### config.mk
export PLATFORM = sky130hd
export DESIGN_NAME = ppp_high_voltage_select
export DESIGN_NICKNAME = d
export VERILOG_FILES = /design/src/ppp_pkg.sv /design/src/ppp_sync.sv /design/src/ppp_high_voltage_select.sv
export SDC_FILE = /design/constraint.sdc
export NUM_CORES = 1
export LEC_CHECK = 0
export BUFFER_PORTS_ARGS = -buffer_cell sky130_fd_sc_hd__buf_2
export CORE_ASPECT_RATIO = 1.5
export CORE_MARGIN = 5
export CORE_UTILIZATION = 40
export CTS_BUF_LIST = sky130_fd_sc_hd__clkbuf_8
export CTS_CLUSTER_SIZE = 30
export DETAILED_ROUTE_END_ITERATION = 8
export GPL_ROUTABILITY_DRIVEN = 1
export GPL_TIMING_DRIVEN = 0
export MAX_ROUTING_LAYER = met4
export PLACE_DENSITY = 0.56
export SYNTH_ARGS = -nofsm -noshare
export SYNTH_HDL_FRONTEND = slang
export SYNTH_SLANG_ARGS = --single-unit
### constraint.sdc
create_clock -name sys_clk -period 8.7 [get_ports sys_clk]
set_input_delay 0.87 -clock sys_clk [delete_from_list [all_inputs] [get_ports sys_clk]]
set_output_delay 0.87 -clock sys_clk [all_outputs]
set_load 0.01 [all_outputs]
### src/ppp_pkg.sv
// Constants shared by the PROM programmer controller
package ppp_pkg;
    localparam int unsigned CLK_HZ          = 25_000_000;
    localparam int unsigned ADDR_W          = 13;
    localparam int unsigned DATA_W          = 8;
    localparam logic [12:0] LAST_ADDR       = 13'h1FFF;
    localparam int unsigned MAX_TRIES       = 25;
    // Times as printed, in nanoseconds
    localparam int unsigned PULSE_NS        = 1_000_000;
    localparam int unsigned OVER_UNIT_NS    = 3_000_000;
    localparam int unsigned SETUP_NS        = 2_000;
    localparam int unsigned OE_LOW_NS       = 2_000;
    localparam int unsigned CLK_NS          = 1_000_000_000 / CLK_HZ;
    // Least times round up to whole cycles
    localparam int unsigned PULSE_CYC       = (PULSE_NS + CLK_NS - 1) / CLK_NS;
    localparam int unsigned OVER_UNIT_CYC   = (OVER_UNIT_NS + CLK_NS - 1) / CLK_NS;
    localparam int unsigned SETUP_CYC       = (SETUP_NS + CLK_NS - 1) / CLK_NS;
    localparam int unsigned OE_LOW_CYC      = (OE_LOW_NS + CLK_NS - 1) / CLK_NS;
    localparam int unsigned TIMER_W         = 22;
    localparam logic [4:0]  TRIES_RST       = 5'h00;

    typedef enum logic [3:0] {
        ST_IDLE   = 4'b0000,
        ST_SETUP  = 4'b0001,
        ST_PULSE  = 4'b0010,
        ST_HOLD   = 4'b0011,
        ST_VSETUP = 4'b0100,
        ST_VREAD  = 4'b0101,
        ST_OSETUP = 4'b0110,
        ST_OPULSE = 4'b0111,
        ST_OHOLD  = 4'b1000,
        ST_RSETUP = 4'b1001,
        ST_RREAD  = 4'b1010
    } ppp_state_type;
endpackage

### src/ppp_sync.sv
// Two flip-flop synchroniser for the data bus returning from the PROM
`timescale 1ns/10ps
`default_nettype none
module ppp_sync (
    input  wire logic       sys_clk,
    input  wire logic       sys_rst,
    input  wire logic [7:0] async_in,
    output logic      [7:0] sync_out
);
    logic [7:0] meta_reg;

    always_ff @(posedge sys_clk or posedge sys_rst) begin
        if (sys_rst) begin
            meta_reg <= 8'h00;
            sync_out <= 8'h00;
        end else begin
            meta_reg <= async_in;
            sync_out <= meta_reg;
        end
    end
endmodule
`default_nettype wire

### src/ppp_high_voltage_select.sv
// PROM programmer: write-verify-overprogram over the whole array, and single reads
// Contract
// Write/verify needs main supply 6 V, 12.5 V on select and program supply
// Pulse low writes, output enable low verifies, both high inhibits
// Never drive pulse strobe and output enable low together in write mode
// Read mode: 5 V on main and program supply, 12.5 V on select
// Read mode: output enable low makes device drive addressed byte
// Read mode: output enable high leaves data bus floating
// Present address and data, then one 1 ms low program pulse
// Verify after each pulse; retry up to 25 attempts, then fail and stop
// After pass, one extra pulse of 3 ms times attempts used
// Extra pulse must lie between 2.85 ms and 78.75 ms
// Increment address and repeat until last address is written
// Read: present address, hold output enable low at least 1 us
// Array is 8192 bytes with 13-bit address
// Data bus is bidirectional under strobe control
// Hold address and data stable over pulse; release bus before verify
// Report per-byte pass or fail; attempts reset at each new address
`timescale 1ns/10ps
`default_nettype none
module ppp_high_voltage_select (
    input  wire logic        sys_clk,
    input  wire logic        sys_rst,
    input  wire logic        high_voltage_select_start,
    input  wire logic [7:0]  high_voltage_select_wdata,
    output logic             high_voltage_select_wready,
    input  wire logic        read_start,
    input  wire logic [12:0] read_addr,
    output logic             busy,
    output logic             byte_done,
    output logic             byte_pass,
    output logic             part_defective,
    output logic             array_done,
    output logic [7:0]       read_data,
    output logic             read_valid,
    output logic             supply_high_voltage_select_mode,
    output logic             supply_read_mode,
    output logic [12:0]      prom_address,
    output logic [7:0]       prom_data_bus_o,
    output logic             prom_data_bus_oe,
    input  wire logic [7:0]  prom_data_bus_i,
    output logic             high_voltage_select_pulse_n,
    output logic             out_enable_n
);
    ppp_pkg::ppp_state_type state_reg;
    logic [21:0] timer_reg;
    logic [4:0]  tries_reg;
    logic [7:0]  wdata_reg;
    logic [7:0]  din_sync;

    function automatic logic [21:0] cyc(input int unsigned n);
        return n[21:0];
    endfunction

    ppp_sync u_sync (
        .sys_clk  (sys_clk),
        .sys_rst  (sys_rst),
        .async_in (prom_data_bus_i),
        .sync_out (din_sync)
    );

    wire timer_zero = (timer_reg == 22'h00_0000);

    // Sequencer; each wait state loads the timer on entry and leaves when it runs out
    always_ff @(posedge sys_clk or posedge sys_rst) begin
        if (sys_rst) begin
            state_reg <= ppp_pkg::ST_IDLE;
            timer_reg <= 22'h00_0000;
            tries_reg <= ppp_pkg::TRIES_RST;
            wdata_reg <= 8'h00;
            prom_address <= 13'h0000;
            busy <= 1'b0;
            byte_done <= 1'b0;
            byte_pass <= 1'b0;
            part_defective <= 1'b0;
            array_done <= 1'b0;
            read_data <= 8'h00;
            read_valid <= 1'b0;
            high_voltage_select_wready <= 1'b0;
        end else begin
            byte_done <= 1'b0;
            read_valid <= 1'b0;
            array_done <= 1'b0;
            high_voltage_select_wready <= 1'b0;
            if (!timer_zero) begin
                timer_reg <= timer_reg - 22'h00_0001;
            end
            unique case (state_reg)
                ppp_pkg::ST_IDLE: begin
                    busy <= 1'b0;
                    if (high_voltage_select_start) begin
                        busy <= 1'b1;
                        part_defective <= 1'b0;
                        prom_address <= 13'h0000;
                        tries_reg <= ppp_pkg::TRIES_RST;
                        wdata_reg <= high_voltage_select_wdata;
                        high_voltage_select_wready <= 1'b1;
                        timer_reg <= cyc(ppp_pkg::SETUP_CYC);
                        state_reg <= ppp_pkg::ST_SETUP;
                    end else if (read_start) begin
                        busy <= 1'b1;
                        prom_address <= read_addr;
                        timer_reg <= cyc(ppp_pkg::SETUP_CYC);
                        state_reg <= ppp_pkg::ST_RSETUP;
                    end
                end
                ppp_pkg::ST_SETUP: if (timer_zero) begin
                    tries_reg <= tries_reg + 5'h01;
                    timer_reg <= cyc(ppp_pkg::PULSE_CYC);
                    state_reg <= ppp_pkg::ST_PULSE;
                end
                ppp_pkg::ST_PULSE: if (timer_zero) begin
                    timer_reg <= cyc(ppp_pkg::SETUP_CYC);
                    state_reg <= ppp_pkg::ST_HOLD;
                end
                ppp_pkg::ST_HOLD: if (timer_zero) begin
                    timer_reg <= cyc(ppp_pkg::SETUP_CYC);
                    state_reg <= ppp_pkg::ST_VSETUP;
                end
                ppp_pkg::ST_VSETUP: if (timer_zero) begin
                    // Extra margin covers the two synchroniser stages
                    timer_reg <= cyc(ppp_pkg::OE_LOW_CYC);
                    state_reg <= ppp_pkg::ST_VREAD;
                end
                ppp_pkg::ST_VREAD: if (timer_zero) begin
                    if (din_sync == wdata_reg) begin
                        // Overprogram length scales with attempts used
                        timer_reg <= cyc(ppp_pkg::SETUP_CYC);
                        state_reg <= ppp_pkg::ST_OSETUP;
                    end else if (tries_reg >= 5'(ppp_pkg::MAX_TRIES)) begin
                        byte_done <= 1'b1;
                        byte_pass <= 1'b0;
                        part_defective <= 1'b1;
                        state_reg <= ppp_pkg::ST_IDLE;
                    end else begin
                        timer_reg <= cyc(ppp_pkg::SETUP_CYC);
                        state_reg <= ppp_pkg::ST_SETUP;
                    end
                end
                ppp_pkg::ST_OSETUP: if (timer_zero) begin
                    // 3 ms x up to 25 stays inside 2.85..78.75 ms
                    timer_reg <= 22'(ppp_pkg::OVER_UNIT_CYC * tries_reg);
                    state_reg <= ppp_pkg::ST_OPULSE;
                end
                ppp_pkg::ST_OPULSE: if (timer_zero) begin
                    timer_reg <= cyc(ppp_pkg::SETUP_CYC);
                    state_reg <= ppp_pkg::ST_OHOLD;
                end
                ppp_pkg::ST_OHOLD: if (timer_zero) begin
                    byte_done <= 1'b1;
                    byte_pass <= 1'b1;
                    tries_reg <= ppp_pkg::TRIES_RST;
                    if (prom_address == ppp_pkg::LAST_ADDR) begin
                        array_done <= 1'b1;
                        state_reg <= ppp_pkg::ST_IDLE;
                    end else begin
                        prom_address <= prom_address + 13'h0001;
                        wdata_reg <= high_voltage_select_wdata;
                        high_voltage_select_wready <= 1'b1;
                        timer_reg <= cyc(ppp_pkg::SETUP_CYC);
                        state_reg <= ppp_pkg::ST_SETUP;
                    end
                end
                ppp_pkg::ST_RSETUP: if (timer_zero) begin
                    timer_reg <= cyc(ppp_pkg::OE_LOW_CYC);
                    state_reg <= ppp_pkg::ST_RREAD;
                end
                ppp_pkg::ST_RREAD: if (timer_zero) begin
                    read_data <= din_sync;
                    read_valid <= 1'b1;
                    state_reg <= ppp_pkg::ST_IDLE;
                end
                default: state_reg <= ppp_pkg::ST_IDLE;
            endcase
        end
    end

    // Pin drive; strobes registered from the state so they never glitch
    always_ff @(posedge sys_clk or posedge sys_rst) begin
        if (sys_rst) begin
            high_voltage_select_pulse_n <= 1'b1;
            out_enable_n <= 1'b1;
            prom_data_bus_o <= 8'h00;
            prom_data_bus_oe <= 1'b0;
            supply_high_voltage_select_mode <= 1'b0;
            supply_read_mode <= 1'b0;
        end else begin
            high_voltage_select_pulse_n <= !(state_reg == ppp_pkg::ST_PULSE ||
                              state_reg == ppp_pkg::ST_OPULSE);
            out_enable_n <= !(state_reg == ppp_pkg::ST_VREAD ||
                              state_reg == ppp_pkg::ST_RREAD);
            prom_data_bus_o <= wdata_reg;
            // Bus driven only around write pulses; released before verify
            prom_data_bus_oe <= (state_reg == ppp_pkg::ST_SETUP ||
                                 state_reg == ppp_pkg::ST_PULSE ||
                                 state_reg == ppp_pkg::ST_HOLD ||
                                 state_reg == ppp_pkg::ST_OSETUP ||
                                 state_reg == ppp_pkg::ST_OPULSE ||
                                 state_reg == ppp_pkg::ST_OHOLD);
            supply_high_voltage_select_mode <= busy && state_reg != ppp_pkg::ST_RSETUP &&
                                state_reg != ppp_pkg::ST_RREAD &&
                                state_reg != ppp_pkg::ST_IDLE;
            supply_read_mode <= state_reg == ppp_pkg::ST_RSETUP ||
                                state_reg == ppp_pkg::ST_RREAD;
        end
    end

    a_strobe_excl: assert property (@(posedge sys_clk) disable iff (sys_rst)
        !(!high_voltage_select_pulse_n && !out_enable_n))
        else $error("pulse and output enable low together");
    a_bus_release: assert property (@(posedge sys_clk) disable iff (sys_rst)
        !out_enable_n |-> !prom_data_bus_oe)
        else $error("bus driven during output enable");
    a_pulse_len: assert property (@(posedge sys_clk) disable iff (sys_rst)
        $fell(high_voltage_select_pulse_n) && state_reg == ppp_pkg::ST_PULSE |->
        !high_voltage_select_pulse_n [*8])
        else $error("program pulse too short");
    a_addr_stable: assert property (@(posedge sys_clk) disable iff (sys_rst)
        !high_voltage_select_pulse_n && !$fell(high_voltage_select_pulse_n) |-> $stable(prom_address))
        else $error("address moved during pulse");
    a_tries_max: assert property (@(posedge sys_clk) disable iff (sys_rst)
        tries_reg <= 5'(ppp_pkg::MAX_TRIES))
        else $error("too many attempts");
    a_fail_stop: assert property (@(posedge sys_clk) disable iff (sys_rst)
        byte_done && !byte_pass |-> ##1 state_reg == ppp_pkg::ST_IDLE)
        else $error("write continued after failure");
    a_over_nonzero: assert property (@(posedge sys_clk) disable iff (sys_rst)
        state_reg == ppp_pkg::ST_OSETUP |-> tries_reg != 5'h00)
        else $error("overprogram with no attempts");
    a_read_mode: assert property (@(posedge sys_clk) disable iff (sys_rst)
        supply_read_mode |-> !supply_high_voltage_select_mode && high_voltage_select_pulse_n)
        else $error("read mode with write strobes");
    a_pass_reset: assert property (@(posedge sys_clk) disable iff (sys_rst)
        byte_done && byte_pass |-> ##1 tries_reg == 5'h00)
        else $error("attempts not reset");
    c_read: cover property (@(posedge sys_clk) read_valid);
    c_pass: cover property (@(posedge sys_clk) byte_done && byte_pass);
    c_fail: cover property (@(posedge sys_clk) part_defective);
    c_retry: cover property (@(posedge sys_clk)
        state_reg == ppp_pkg::ST_VREAD ##1 state_reg == ppp_pkg::ST_SETUP);
endmodule
`default_nettype wire

==> summary.md <==
| Metric | Value |
|---|---|
| Reg2Reg Depth | `12` |
| Cell-by-cell listing of the critical path | `fa_1, inv_1, fa_1, fa_1, inv_1, ha_1, a21o_1, a221oi_1, a21oi_1, xor2_1, a21oi_1, o22ai_1` |
| Total internal power | `0.579 mW` |
| Area leader, netlist | `dfrtp_1` |
| Layout cell share with drive strength beyond 1 | `20.3%` |
| Final Hold Violating Endpoints | `0` |
| Worst EP arrival | `4.64 ns` |
| Fraction of power spent switching nets | `25.6%` |
| Post-synth ARST share | `100%` |
| Largest driver fanout on the critical path | `8` |
| Switching pwr | `0.200 mW` |
| Min-delay worst type | `register to register` |
| P_leak | `2.90 nW` |
| Setup slack of the most critical reg-to-reg path | `4.35 ns` |
| Mean number of vias per cell | `5.53` |
| Status | `finished, final reports clean` |
| Worst hold path stage count | `0` |
| Leading cell types by total area after synthesis | `dfrtp_1, ha_1, a21oi_1, nor2_1, xnor2_1` |
| Number of flip-flops under the largest register name | `22` |
| Port Buf Inserts | `73` |
| Detailed placer's ending HPWL | `11500 um` |
| Leftover overflow at the end of global routing | `0` |
| Number of clock sinks | `96` |
| Final sum of negative setup slack | `0 ns` |
| Syn_nets | `663` |
| Max-slew headroom | `42.0%` |
| Part of the power in the clock network | `37.4%` |
| Number of search-and-repair iterations in the first detailed-routing pass | `5` |
| Vias in the first global route | `4759` |
| Most used cells in the layout excluding fill and tap cells | `dfrtp_1, buf_2, nor2_1, a21oi_1, ha_1` |
| Detailed router's first-iteration violation count | `176` |
| Area grow syn2layout | `14.4%` |
| Hold path start | `u_sync.meta_reg[3]` |
| X dimension of the die | `108 um` |
| Clock-pin slew reported for the worst setup and hold paths after clock tree synthesis | `0.10 ns` |
| RSZ-0062 raised after global routing | `false` |
| Main synth FF type | `dfrtp_1` |
| Number of endpoints failing setup at the final stage | `0` |
| Post-CTS setup buffers | `0` |
| Global-route wire length before repair | `24200 um` |
| Ant. Diodes | `0` |
| P per Cell Area | `118 mW/mm^2` |
| Worst IR Drop VDD | `0.000114 V` |
| Mean routed wirelength per cell | `17.3 um` |
| Most common cell after layout, fill and taps aside | `dfrtp_1` |
| Combinational power share | `3.8%` |
| Die Y | `157 um` |
| Maximum clock rate | `230 MHz` |
| Root Driver | `clkbuf_8` |
| Final routed DRC violation total | `0` |
| Die footprint | `0.0170 mm^2` |
| Pins Over Slew Limit | `0` |
| Terminus of the critical flop-to-flop path | `timer_reg[13]` |
| Insertion delay to the later sink of the worst-skew pair | `0.38 ns` |
| Period utilization | `50.0%` |
| Placeable Area | `0.0141 mm^2` |
| Final GP Congestion | `0.923` |
| TritonCTS buffer count | `9` |
| Pin count of the biggest net entering global routing | `53` |
| Average footprint of a synthesized cell | `9.85 um^2` |
| Cell area after synthesis | `0.00577 mm^2` |
| Initial antenna violation count | `0` |
| Total global-route track usage | `18.7%` |
| CTS tree | `done` |
| DRT antenna net count | `0` |
| Total number of vias | `4798` |
| Number of levels in the clock H-tree | `3` |
| Synth top area share | `40.8%` |
| Placed cell count | `852` |
| Starting density of the core | `40.9%` |
| Worst Setup End Kind | `register` |
| Final worst path period need | `4.35 ns` |
| Flip-flop and latch count after synthesis | `96` |
| Sequential-to-total area share from yosys stat | `41.7%` |
| Hold buffer count at cts | `0` |
| Register share of total power | `58.8%` |
| Required @ worst endpoint | `8.99 ns` |
| Slowest library cell on the worst path | `fa_1` |
| Non-filler cells in the finished layout | `868` |
| Dominant cell type by count on the critical path | `fa_1` |
| Number of enable-type register cells in the synthesized netlist | `0` |
| FP Rows | `53` |
| Number of instances in the synthesized netlist | `586` |
| Worst reg2reg startpoint | `tries_reg[2]` |
| Final net count | `748` |
| Clock tree skew after final layout | `0.0186 ns` |
| MaxCap Viol Count | `0` |
| Kind of start point of the critical path | `register` |
| Destination of the worst hold path | `u_sync.sync_out[3]` |
| Number of placed I/O pins | `74` |
| Count of cell types in the netlist | `74` |
| Buffers from clock root to sink, at most | `2` |
| Quantity of gates resized following cts | `0` |
| Kind of critical path | `register to register` |
| Worst Max-Slew Pin Slew | `0.868 ns` |
| Stage delay of the slowest cell on the critical path | `0.66 ns` |
| Post-detailed-routing wire length | `15100 um` |
| Synth warnings | `0` |
==> stage by stage <==
step	util [%]	total power, mW	worst slack [ns]	hold WS [ns]	area [um^2]
finish	46.8	0.779	4.35	0.356	6600
global route	46.8	0.816	3.99	0.377	6600
CTS	46.8	0.792	4.32	0.360	6600
detailed placement	45.4	0.498	4.34	0.335	6410
global placement	45.1	0.495	4.11	0.333	6380
floorplan	-	0.480	4.89	0.331	5770
==> power by group through the flow <==
stage                     Combinational, mW  Sequential [mW]  Clock, mW
final                                0.0295            0.458      0.292
after global routing                 0.0338            0.459      0.323
after CTS                            0.0308            0.458      0.303
after detailed placement             0.0308            0.467          0
after global placement               0.0284            0.467          0
after floorplan                      0.0133            0.467          0
==> how the worst max path moves through the flow <==
stage / cells after the start / start / endpoint
floorplan: 12 / tries_reg[3] / timer_reg[15]
global placement: 2 / sys_rst / array_done
detailed placement: 12 / tries_reg[3] / timer_reg[15]
CTS: 12 / tries_reg[3] / timer_reg[15]
global route: 12 / tries_reg[3] / timer_reg[15]
finish: 12 / tries_reg[2] / timer_reg[13]
==> cells by family after synthesis <==
group | share of synthesized area (%)
simple gates | 16.7
buf+inv | 3.84
xor+xnor | 5.77
mux | 3.90
fa+ha+maj | 10.6
flops | 41.7
compound gates | 17.6
==> critical path: cells and delay by family, from the launching register on <==
family | cells | cell delay [ns]
AOI/OAI and AO/OA | 5 | 1.33
xor gates and xnor gates | 1 | 0.26
DFF | 1 | 0.54
buffers and inverters | 2 | 0.15
adders and majority gates | 4 | 2.00
==> synth_stat cells, drive strengths merged (5+ instances only) <==
cell type   n
dfrtp      94
nor2       53
a21oi      45
ha         36
o21ai      35
inv        33
nand2      33
xnor2      22
o22ai      20
mux2       17
nand3      16
xor2       16
clkbuf     13
nor3       13
a31oi      12
nor4        9
buf         8
fa          8
nor2b       8
nand4       7
or4         7
a21o        6
or3         6
and3        5
nand2b      5
==> metal layers <==
metal | vias to the layer above | track usage (%) | share of wire (%)
met3 | 41 | 2.05 | 2.9
met1 | 2331 | 21.6 | 40
met5 | - | - | 0
li1 | 2302 | - | -
met2 | 124 | 32.0 | 52
met4 | 0 | 9.27 | 4.4
==> layout make-up <==
class,instances,area [um^2]
clock buffer,9,124
timing repair buffer,74,393
buffer,21,95.1
sequential,96,2400
fill,1385,7520
multi-input combinational,436,3140
inverter,33,129
tap,192,240
clock inverter,7,73.8
Power figures use the tool's default switching activity.
